===== src/mag_pkg.sv =====
// Package for the circular-buffer address generator: register map, field positions,
// reset values and the request/answer carriers shared by design and bench.
// Assumes a 16-bit word-addressed register port and byte-addressed data pointers.
package mag_pkg;
    // Register indices on the plain register port
    localparam logic [3:0] MAG_OFS_CTRL = 4'h0;
    localparam logic [3:0] MAG_OFS_XSTART = 4'h1;
    localparam logic [3:0] MAG_OFS_XEND = 4'h2;
    localparam logic [3:0] MAG_OFS_YSTART = 4'h3;
    localparam logic [3:0] MAG_OFS_YEND = 4'h4;
    localparam logic [3:0] MAG_OFS_STATUS = 4'h5;

    // Control register fields
    localparam int MAG_XSEL_LSB = 0;
    localparam int MAG_YSEL_LSB = 4;
    localparam int MAG_SEL_W = 4;
    localparam int MAG_YEN_BIT = 14;
    localparam int MAG_XEN_BIT = 15;
    localparam logic [3:0] MAG_SEL_OFF = 4'hF;
    localparam logic [15:0] MAG_CTRL_MASK = 16'hC0FF;

    // Reset values: both selects parked on the disabled code
    localparam logic [15:0] MAG_CTRL_RST = 16'h00FF;
    localparam logic [15:0] MAG_BOUND_RST = 16'h0000;

    // Status register fields
    localparam int MAG_ST_XACT_BIT = 15;
    localparam int MAG_ST_YACT_BIT = 14;
    localparam int MAG_ST_WRAP_LSB = 0;

    // Address generators: 0 = X read, 1 = X write, 2 = Y
    localparam int MAG_NAGU = 3;
    localparam int MAG_AGU_Y = 2;

    typedef struct packed {
        logic valid;
        logic prog_space;
        logic [3:0] sel;
        logic [15:0] ptr;
        logic [15:0] step;
    } mag_req_s;

    typedef struct packed {
        logic valid;
        logic wrapped;
        logic [3:0] sel;
        logic [15:0] ptr;
    } mag_ans_s;
endpackage : mag_pkg


===== src/mag_agu.sv =====
// Circular-buffer address generator for the X read, X write and Y address units.
// Assumes the core presents post-modified pointer requests on ref_clk and takes
// the corrected pointer one cycle later; registers sit on a plain 16-bit port.
//
// Notes on behaviour
// - One circular buffer in X space, one in Y; X also serves program space.
// - Same wrap logic for data-space and program-space pointer accesses.
// - Both lower and upper boundaries are checked, so power-of-two buffers go both ways.
// - Start and end addresses come from four dedicated 16-bit registers.
// - Length follows from end minus start; largest buffer is 32K words.
// - X select in control bits 3:0; all ones disables X read and write wrapping.
// - X wrapping needs X select not all ones and enable bit 15 set.
// - Y select in control bits 7:4; all ones disables Y wrapping.
// - Y wrapping needs Y select not all ones and enable bit 14 set.
// - Y effective addresses that hit the active Y buffer have their least significant bit cleared.
module mag_agu
    import mag_pkg::*;
(
    input wire logic ref_clk,
    input wire logic rstn,
    input wire logic [3:0] reg_addr,
    input wire logic [15:0] reg_wdata,
    input wire logic reg_wr,
    input wire logic reg_rd,
    output logic [15:0] reg_rdata,
    input wire mag_req_s agu_req [MAG_NAGU],
    output mag_ans_s agu_ans [MAG_NAGU]
);

    // Register file state
    logic [15:0] ctrl_q;
    logic [15:0] xstart_q;
    logic [15:0] xend_q;
    logic [15:0] ystart_q;
    logic [15:0] yend_q;
    logic [MAG_NAGU-1:0] wrap_seen_q;
    logic [MAG_NAGU-1:0] wrap_seen_d;
    logic [15:0] rdata_q;
    logic [15:0] rdata_d;

    // Write decode
    wire wr_ctrl = reg_wr && (reg_addr == MAG_OFS_CTRL);
    wire wr_xstart = reg_wr && (reg_addr == MAG_OFS_XSTART);
    wire wr_xend = reg_wr && (reg_addr == MAG_OFS_XEND);
    wire wr_ystart = reg_wr && (reg_addr == MAG_OFS_YSTART);
    wire wr_yend = reg_wr && (reg_addr == MAG_OFS_YEND);
    wire wr_status = reg_wr && (reg_addr == MAG_OFS_STATUS);

    // Control fields
    wire [3:0] x_pointer_select = ctrl_q[MAG_XSEL_LSB +: MAG_SEL_W];
    wire [3:0] y_pointer_select = ctrl_q[MAG_YSEL_LSB +: MAG_SEL_W];
    wire x_wrap_enable = ctrl_q[MAG_XEN_BIT];
    wire y_wrap_enable = ctrl_q[MAG_YEN_BIT];

    // Wrapping is live only with a real select code and the enable bit set
    wire x_active = x_wrap_enable && (x_pointer_select != MAG_SEL_OFF);
    wire y_active = y_wrap_enable && (y_pointer_select != MAG_SEL_OFF);

    // A buffer exists only when end lies at or above start; the span is
    // implied, no length field, so 16-bit bounds cap it at 64 Kbytes
    wire x_span_ok = (xend_q >= xstart_q);
    wire y_span_ok = (yend_q >= ystart_q);

    // Status word: live wrap state and sticky per-generator wrap marks
    wire [15:0] status_w = {x_active, y_active, 11'h000, wrap_seen_q};

    // Read mux; unmapped indices read as zero
    always_comb begin
        rdata_d = 16'h0000;
        if (reg_rd) begin
            case (reg_addr)
                MAG_OFS_CTRL: rdata_d = ctrl_q;
                MAG_OFS_XSTART: rdata_d = xstart_q;
                MAG_OFS_XEND: rdata_d = xend_q;
                MAG_OFS_YSTART: rdata_d = ystart_q;
                MAG_OFS_YEND: rdata_d = yend_q;
                MAG_OFS_STATUS: rdata_d = status_w;
                default: rdata_d = 16'h0000;
            endcase
        end
    end

    // Control register; unimplemented bits are held at zero
    always_ff @(posedge ref_clk or negedge rstn) begin
        if (!rstn) begin
            ctrl_q <= MAG_CTRL_RST;
        end else if (wr_ctrl) begin
            ctrl_q <= reg_wdata & MAG_CTRL_MASK;
        end
    end

    // Buffer boundary registers, one pair per space
    always_ff @(posedge ref_clk or negedge rstn) begin
        if (!rstn) begin
            xstart_q <= MAG_BOUND_RST;
            xend_q <= MAG_BOUND_RST;
            ystart_q <= MAG_BOUND_RST;
            yend_q <= MAG_BOUND_RST;
        end else begin
            if (wr_xstart) xstart_q <= reg_wdata;
            if (wr_xend) xend_q <= reg_wdata;
            if (wr_ystart) ystart_q <= reg_wdata;
            if (wr_yend) yend_q <= reg_wdata;
        end
    end

    // Read data stands only in the cycle after the read strobe
    always_ff @(posedge ref_clk or negedge rstn) begin
        if (!rstn) begin
            rdata_q <= 16'h0000;
        end else begin
            rdata_q <= rdata_d;
        end
    end

    assign reg_rdata = rdata_q;

    // Next pointer with boundary correction; returns {wrapped, pointer}.
    // The edge ahead is checked, upper on increment and lower on decrement, which lets power-of-two
    // buffers run either way; one-way buffers never reach the other edge.
    function automatic logic [16:0] wrap_f(
        input logic [15:0] ptr,
        input logic [15:0] step,
        input logic [15:0] lo,
        input logic [15:0] hi,
        input logic on
    );
        logic [15:0] sum;
        logic up;
        logic down;
        logic [16:0] res;
        sum = ptr + step;
        up = !step[15] && (step != 16'h0000);
        down = step[15];
        res = {1'b0, sum};
        if (on && up && (ptr <= hi) && ((sum > hi) || (sum < ptr))) begin
            res = {1'b1, lo};
        end else if (on && down && (ptr >= lo) && ((sum < lo) || (sum > ptr))) begin
            res = {1'b1, hi};
        end
        return res;
    endfunction : wrap_f

    // One slice per address generator: X read, X write, Y
    logic [MAG_NAGU-1:0] wrap_ev;
    genvar gi;
    generate
        for (gi = 0; gi < MAG_NAGU; gi = gi + 1) begin : g_agu
            localparam bit IS_Y = (gi == MAG_AGU_Y);
            logic [16:0] calc;
            mag_ans_s ans_q;
            mag_ans_s ans_d;

            // X and Y each own one buffer; the X pair also covers program
            // space since its pointers reach there by the same path
            wire [3:0] sel_cfg = IS_Y ? y_pointer_select : x_pointer_select;
            wire space_on = IS_Y ? (y_active && y_span_ok) : (x_active && x_span_ok);
            wire [15:0] lo = IS_Y ? ystart_q : xstart_q;
            wire [15:0] hi = IS_Y ? yend_q : xend_q;

            // Program-space flag does not alter the wrap decision
            wire hit = agu_req[gi].valid && space_on && (agu_req[gi].sel == sel_cfg);

            always_comb begin
                calc = wrap_f(agu_req[gi].ptr, agu_req[gi].step, lo, hi, hit);
                ans_d.valid = agu_req[gi].valid;
                ans_d.wrapped = calc[16];
                ans_d.sel = agu_req[gi].sel;
                ans_d.ptr = calc[15:0];
                // Y buffer hits work on words only, so the byte bit is forced clear
                if (IS_Y && hit) begin
                    ans_d.ptr[0] = 1'b0;
                end
            end

            // Answer registered so each output leaves a flip-flop
            always_ff @(posedge ref_clk or negedge rstn) begin
                if (!rstn) begin
                    ans_q <= '0;
                end else begin
                    ans_q <= ans_d;
                end
            end

            assign agu_ans[gi] = ans_q;
            assign wrap_ev[gi] = agu_req[gi].valid && calc[16];
        end
    endgenerate

    // Sticky wrap marks: write one to clear, a same-cycle wrap wins
    always_comb begin
        wrap_seen_d = wrap_seen_q;
        if (wr_status) begin
            wrap_seen_d = wrap_seen_q & ~reg_wdata[MAG_ST_WRAP_LSB +: MAG_NAGU];
        end
        wrap_seen_d = wrap_seen_d | wrap_ev;
    end

    always_ff @(posedge ref_clk or negedge rstn) begin
        if (!rstn) begin
            wrap_seen_q <= '0;
        end else begin
            wrap_seen_q <= wrap_seen_d;
        end
    end

endmodule : mag_agu


===== config.mk =====
export PLATFORM = sky130hd
export DESIGN_NAME = mag_agu
export DESIGN_NICKNAME = d
export VERILOG_FILES = /design/src/mag_pkg.sv /design/src/mag_agu.sv
export SDC_FILE = /design/constraint.sdc
export NUM_CORES = 1
export LEC_CHECK = 0
export BUFFER_PORTS_ARGS = -buffer_cell sky130_fd_sc_hd__buf_2
export CAP_MARGIN = 10
export CORE_ASPECT_RATIO = 1.75
export CORE_MARGIN = 2
export CORE_UTILIZATION = 54
export DETAILED_ROUTE_END_ITERATION = 8
export PLACE_DENSITY = 0.79
export SLEW_MARGIN = 10
export SYNTH_ARGS = -nofsm -noshare
export SYNTH_HDL_FRONTEND = slang
export SYNTH_SLANG_ARGS = --single-unit
export TNS_END_PERCENT = 1

===== constraint.sdc =====
create_clock -name ref_clk -period 2.72 [get_ports ref_clk]
set_input_delay 0.408 -clock ref_clk [delete_from_list [all_inputs] [get_ports ref_clk]]
set_output_delay 0.408 -clock ref_clk [all_outputs]
set_load 0.03 [all_outputs]

# Yosys cells after proc, flatten, opt, wreduce, memory -nomap -nowiden
# Cells that the tools add are included.
[totals]
reg_bits = 159
output_inout_bits = 82
elab_cells = 118
[op_classes]
addsub = 3
n_lt_le_gt_ge = 20
eq_ne = 10
n_mux = 10
n_bitwise = 3
n_reduce_logical = 53
[ops]
columns = ["op", "count"]
rows = [
  ["$mux W17", 6],
  ["$gt A16 B16 Y1", 6],
  ["$lt A16 B16 Y1", 6],
  ["$pmux W16 S6", 1],
  ["$ge A16 B16 Y1", 5],
  ["$add A16 B16 Y16", 3],
  ["$le A16 B16 Y1", 3],
  ["$reduce_bool A16 Y1", 3],
  ["$logic_and A1 B1 Y1", 40],
  ["$mux W16", 1],
  ["$eq A4 B4 Y1", 3],
  ["$eq A4 B2 Y1 const B", 2],
  ["$eq A4 B3 Y1 const B", 2],
  ["$ne A4 B4 Y1 const B", 2],
  ["$logic_or A1 B1 Y1", 6],
  ["$eq A4 B1 Y1 const B", 1],
  ["$logic_not A4 Y1", 1],
  ["$and A3 B3 Y3", 1],
  ["$logic_not A1 Y1", 3],
  ["$mux W3", 1],
  ["$not A3 Y3", 1],
  ["$or A3 B3 Y3", 1],
  ["$mux W1", 1],
]

# Logic depth before layout (Yosys ltp)
[depth]
ltp_word = 12
mapped_depth = 19
mapped_depth_nobuf = 17

# Worst setup path after synthesis
# Ideal clock, no wire load.
[synth_timing]
kind = "input -> register"
startpoint = "input agu_req[38] (netlist name)"
endpoint = "register g_agu[1].ans_q (netlist bit agu_ans[28])"
setup_ps = 134
t_arrival_ps = 4522
t_required_ps = 2586
setup_slack_ps = -1936
path_stages = 17
path_cell_list = "ha_1 > fa_1 > a211oi_1 > nor2_1 > o41ai_1 > o31ai_1 > o41ai_1 > xnor2_1 > ha_1 > nand4_1 > nor4_1 > a211o_1 > a21oi_1 > a2111oi_4 > buf_8 > mux2i_1 > o21ai_2"
[synth_between]
elab_chain_len = 6
[synth_rtl]
columns = ["element", "line", "text"]
rows = [
  ["start: declaration", "mag_agu.sv:26", "input wire mag_req_s agu_req [MAG_NAGU],"],
  ["$add A16 B16 Y16 / $reduce_bool A16 Y1 (equally long branches)", "mag_agu.sv:132, mag_agu.sv:133", ""],
  ["$lt A16 B16 Y1, or another cell as far along", "mag_agu.sv:138", "end else if (on && down && (ptr >= lo) && ((sum < lo) || (sum > ptr))) begin"],
  ["$logic_or A1 B1 Y1 / $logic_and A1 B1 Y1 (equally long branches)", "mag_agu.sv:138, mag_agu.sv:136", ""],
  ["$logic_and A1 B1 Y1, on equally long branches", "mag_agu.sv:138, mag_agu.sv:136", ""],
  ["$mux W17 / $logic_and A1 B1 Y1 (equally long branches)", "mag_agu.sv:138, mag_agu.sv:136", ""],
  ["$mux W17 *", "mag_agu.sv:136", "if (on && up && (ptr <= hi) && ((sum > hi) || (sum < ptr))) begin"],
  ["named net g_agu[1].calc[6]", "mag_agu.sv:150", "logic [16:0] calc;"],
  ["end signal: assignment", "mag_agu.sv:181", "ans_q <= ans_d;"],
  ["end: declaration", "mag_agu.sv:151", "mag_ans_s ans_q;"],
]
# The timed path passes the listed nets; every way through them passes the cells marked *.
# A chain may end at the register's enable or synchronous reset.

==> impl_metrics.toml <==
[yosys]
synth.distinct_cells = 75
synth-seq-cells = 159
synthFlopType = "dfrtp_1"
synth_top_family_by_area = "adder cells"
synth-edff-count = 0
synth_compound_area_share_pct = 19.0
synth_fp_nets = 2019
synth_simple_gate_area_share_pct = 11.0
yosysSeqAreaShare_pct = 26.8
synthAdderAreaFrac_pct = 26.8
yosys_warnings = 0
synth_xor_xnor_area_share_pct = 3.35
syn-mean-instance-area_um2 = 9.50
syn-cell-area_um2 = 14900
synth.mux.area_fraction_pct = 8.71
syn_inst = 1564
synthArstFlopShare_pct = 100

[timing]
slew_viol_final = 0
rsz0062_at_grt = "yes"
setup_viol = 53
worstMarginPinSlew_ns = 0.895
fmax_ghz = 0.238
finalWorstSetupSlack_ns = -1.48
maxSlewHeadroom_pct = 40.1
period_needed_ns = 4.20
tns_ns = -66.75
hold_ws_ns = 0.0961
min_period_over_period_pct = 154
hold_viol_final = 0
skew_ns = 0.0142

[clocking]
post-cts-setup-buffers = 0
clk_pin_slew_worst_paths_ns = 0.06
cts_root_buf = "clkbuf_16"
clkLatencyLatePin_ns = 0.44
cts_buffer_depth = 2
cts_made_buffers = 17
tritoncts = "done"
clock_sinks = 159
h-tree-depth = 4

[pwr]
comb_power_share_pct = 57.6
clkPwrFrac_pct = 18.1
p_sw_share_pct = 42.8
power_mw = 12.9
peakVddDrop_mv = 0.368
power_frac_seq_pct = 24.3
p_leak_nw = 10.4
p_int_mw = 7.36
power.switching_mw = 5.51
powerDensity_nw_per_um2 = 637

[layout]
final_common_cell = "buf_4"
fin_area_um2 = 20200
drive_above_1_share_pct = 35.6
nets = 2621
layout_common_cells = "buf_4, ha_1, buf_2"
syn2layout_area_growth_pct = 35.9

[drt]
drc = 0
vias_per_cell = 6.17
drt_wl_total_um = 58100
dr.pass1.iters = 6
ant_nets = 0
wl_per_cell_um = 22.8
drt_iter0_drc = 1157
num_vias = 15700

[floorplanning]
dieArea_um2 = 28900
core-area_um2 = 27100
ios = 220
die_width_um = 129
placementRows = 80
start_util_pct = 54.8
die_y_um = 223

[grt]
grtUsageMet1_pct = 38.7
grt_pass1_vias = 16900
grt_use_total_pct = 40.7
grt_util_met2_pct = 71.1
grt_start_max_net_pins = 64
grt_pass1_wl_um = 88500
use_met3_pct = 5.90
globalRouteOverflowTotal = 0
busiest_layer = "met2"
antenna_found_initial = 2

[critical_path]
path_common_cell = "a21oi_1"
criticalPathCategory = "in2reg"
critPathLaunchType = "input port"
max_stage_delay_ns = 0.58
arrival_ns = 4.51
slowest_stage = "or4_4"
worstSetupEndpointType = "register"
cp_data_required_time_ns = 3.03
cp_max_fo = 16
cp_cell_sequence = "buf_8 -> ha_4 -> fa_2 -> a211oi_2 -> nor2_2 -> o41a_1 -> a221oi_2 -> a21oi_1 -> xor2_1 -> ha_1 -> nand4_1 -> or4_4 -> o31a_1 -> o311ai_4 -> buf_12 -> mux2i_2 -> a21oi_1"
rr_worst_depth = 13

[placed_design]
placed_area_um2 = 19400
portBuffers = 216
pre_cts_slack_ns = -2.05
place_congestion = 1.04
hpwl_um = 47800

[min_path]
whs_path_depth = 1
hp-class = "in2reg"

[run_status]
outcome = "finished, violations left"
violations = "setup timing"

[job]
drv_cap = 0
## flip-flops by register name, summed over array words and instances (netlist names)
register	flops
g_agu.hi	32
wrap_seen_q	3
reg_rdata	16
agu_ans	66
ctrl_q	10
g_agu.lo	32
## cells in the mapped netlist, types with 9 or more instances
cell type | number | area share (%)
a211o_1 | 10 | 0.59
a211oi_1 | 27 | 1.4
a21o_1 | 28 | 1.4
a21oi_1 | 116 | 3.9
a222oi_1 | 9 | 0.61
a22oi_1 | 19 | 0.96
a31oi_1 | 13 | 0.55
clkbuf_1 | 20 | 0.51
dfrtp_1 | 151 | 25
ha_1 | 314 | 26
inv_1 | 139 | 3.5
mux2_1 | 11 | 0.83
mux2_2 | 63 | 4.8
mux2i_1 | 46 | 3.1
nand2_1 | 74 | 1.9
nand2b_1 | 14 | 0.59
nand3_1 | 33 | 1.1
nand4_1 | 32 | 1.3
nor2_1 | 86 | 2.2
nor2b_1 | 10 | 0.42
nor3_1 | 31 | 1.0
nor4_1 | 19 | 0.80
o211ai_1 | 16 | 0.81
o21a_1 | 21 | 1.1
o21ai_0 | 51 | 1.7
o21ai_1 | 23 | 0.77
o21ai_2 | 9 | 0.53
xnor2_1 | 31 | 1.8
xor2_1 | 24 | 1.4
## through the flow
| step | instances | utilization (%) |
|---|---|---|
| detailed placement | 2515 | 71.5 |
| finish | 2550 | 74.4 |
| global placement | 2515 | 71.5 |
| CTS | 2548 | 74.0 |
| floorplan | 1564 | - |
| global route | 2550 | 74.4 |
## worst paths after layout
check                                from              to  slack (ns)
setup / recovery               agu_req[0]     agu_ans[11]       -1.48
hold / removal               agu_req[113]     agu_ans[65]         0.1
setup reg to reg           g_agu[0].lo[9]  wrap_seen_q[1]       -0.55
hold reg to reg            wrap_seen_q[2]  wrap_seen_q[2]        0.51
max in group asynchronous            rstn       ctrl_q[3]        1.37
min in group asynchronous            rstn  g_agu[2].hi[2]        0.58
## kinds of logic after synthesis
group / after synthesis
muxes: 120
adders and majority gates: 317
DFF: 159
and+or+nand+nor: 330
AOI/OAI and AO/OA: 419
buffers and inverters: 163
xor gates and xnor gates: 56
## critical path, delay by kind of cell
| kind | cells | cell delay [ns] |
|---|---|---|
| compound gates | 7 | 1.65 |
| xor+xnor | 1 | 0.18 |
| mux | 1 | 0.25 |
| fa+ha+maj | 3 | 0.85 |
| simple gates | 3 | 0.85 |
| buf+inv | 2 | 0.32 |
## area by class of cell
| cell class | instances | area [um2] |
|---|---|---|
| Antenna cell | 2 | 5.00 |
| Clock buffer | 20 | 467 |
| Clock inverter | 12 | 98.8 |
| Fill cell | 1969 | 6940 |
| Inverter | 139 | 522 |
| Multi-Input combinational cell | 1242 | 10500 |
| Sequential cell | 159 | 3990 |
| Tap cell | 369 | 462 |
| Timing Repair Buffer | 607 | 4150 |
## repair_timing
| action | 4_1_cts | 5_1_grt |
|---|---|---|
| hold buffers | 1 | 0 |
| endpoints found under the hold margin | 54 | 0 |
| pin swaps | 7 | 9 |
| resized for setup | 23 | 28 |
| endpoints found under the setup margin | 53 | 53 |
| cloned | 0 | 0 |
## layer usage
layer / share of wire (%) / up-vias
li1: - / 7114
met3: 5.7 / 388
met4: 12 / 0
met5: 0 / -
met1: 32 / 7379
met2: 50 / 849
## power groups by stage
stage	Clock [mW]	Combinational (mW)	Sequential, mW
3_5_place_dp	0	7.11	3.15
2_1_floorplan	0	3.34	3.49
6_report	2.32	7.42	3.13
5_1_grt	2.42	8.04	3.15
3_3_place_gp	0	6.85	3.13
4_1_cts	2.31	7.22	3.11
Power figures use the tool's default switching activity.
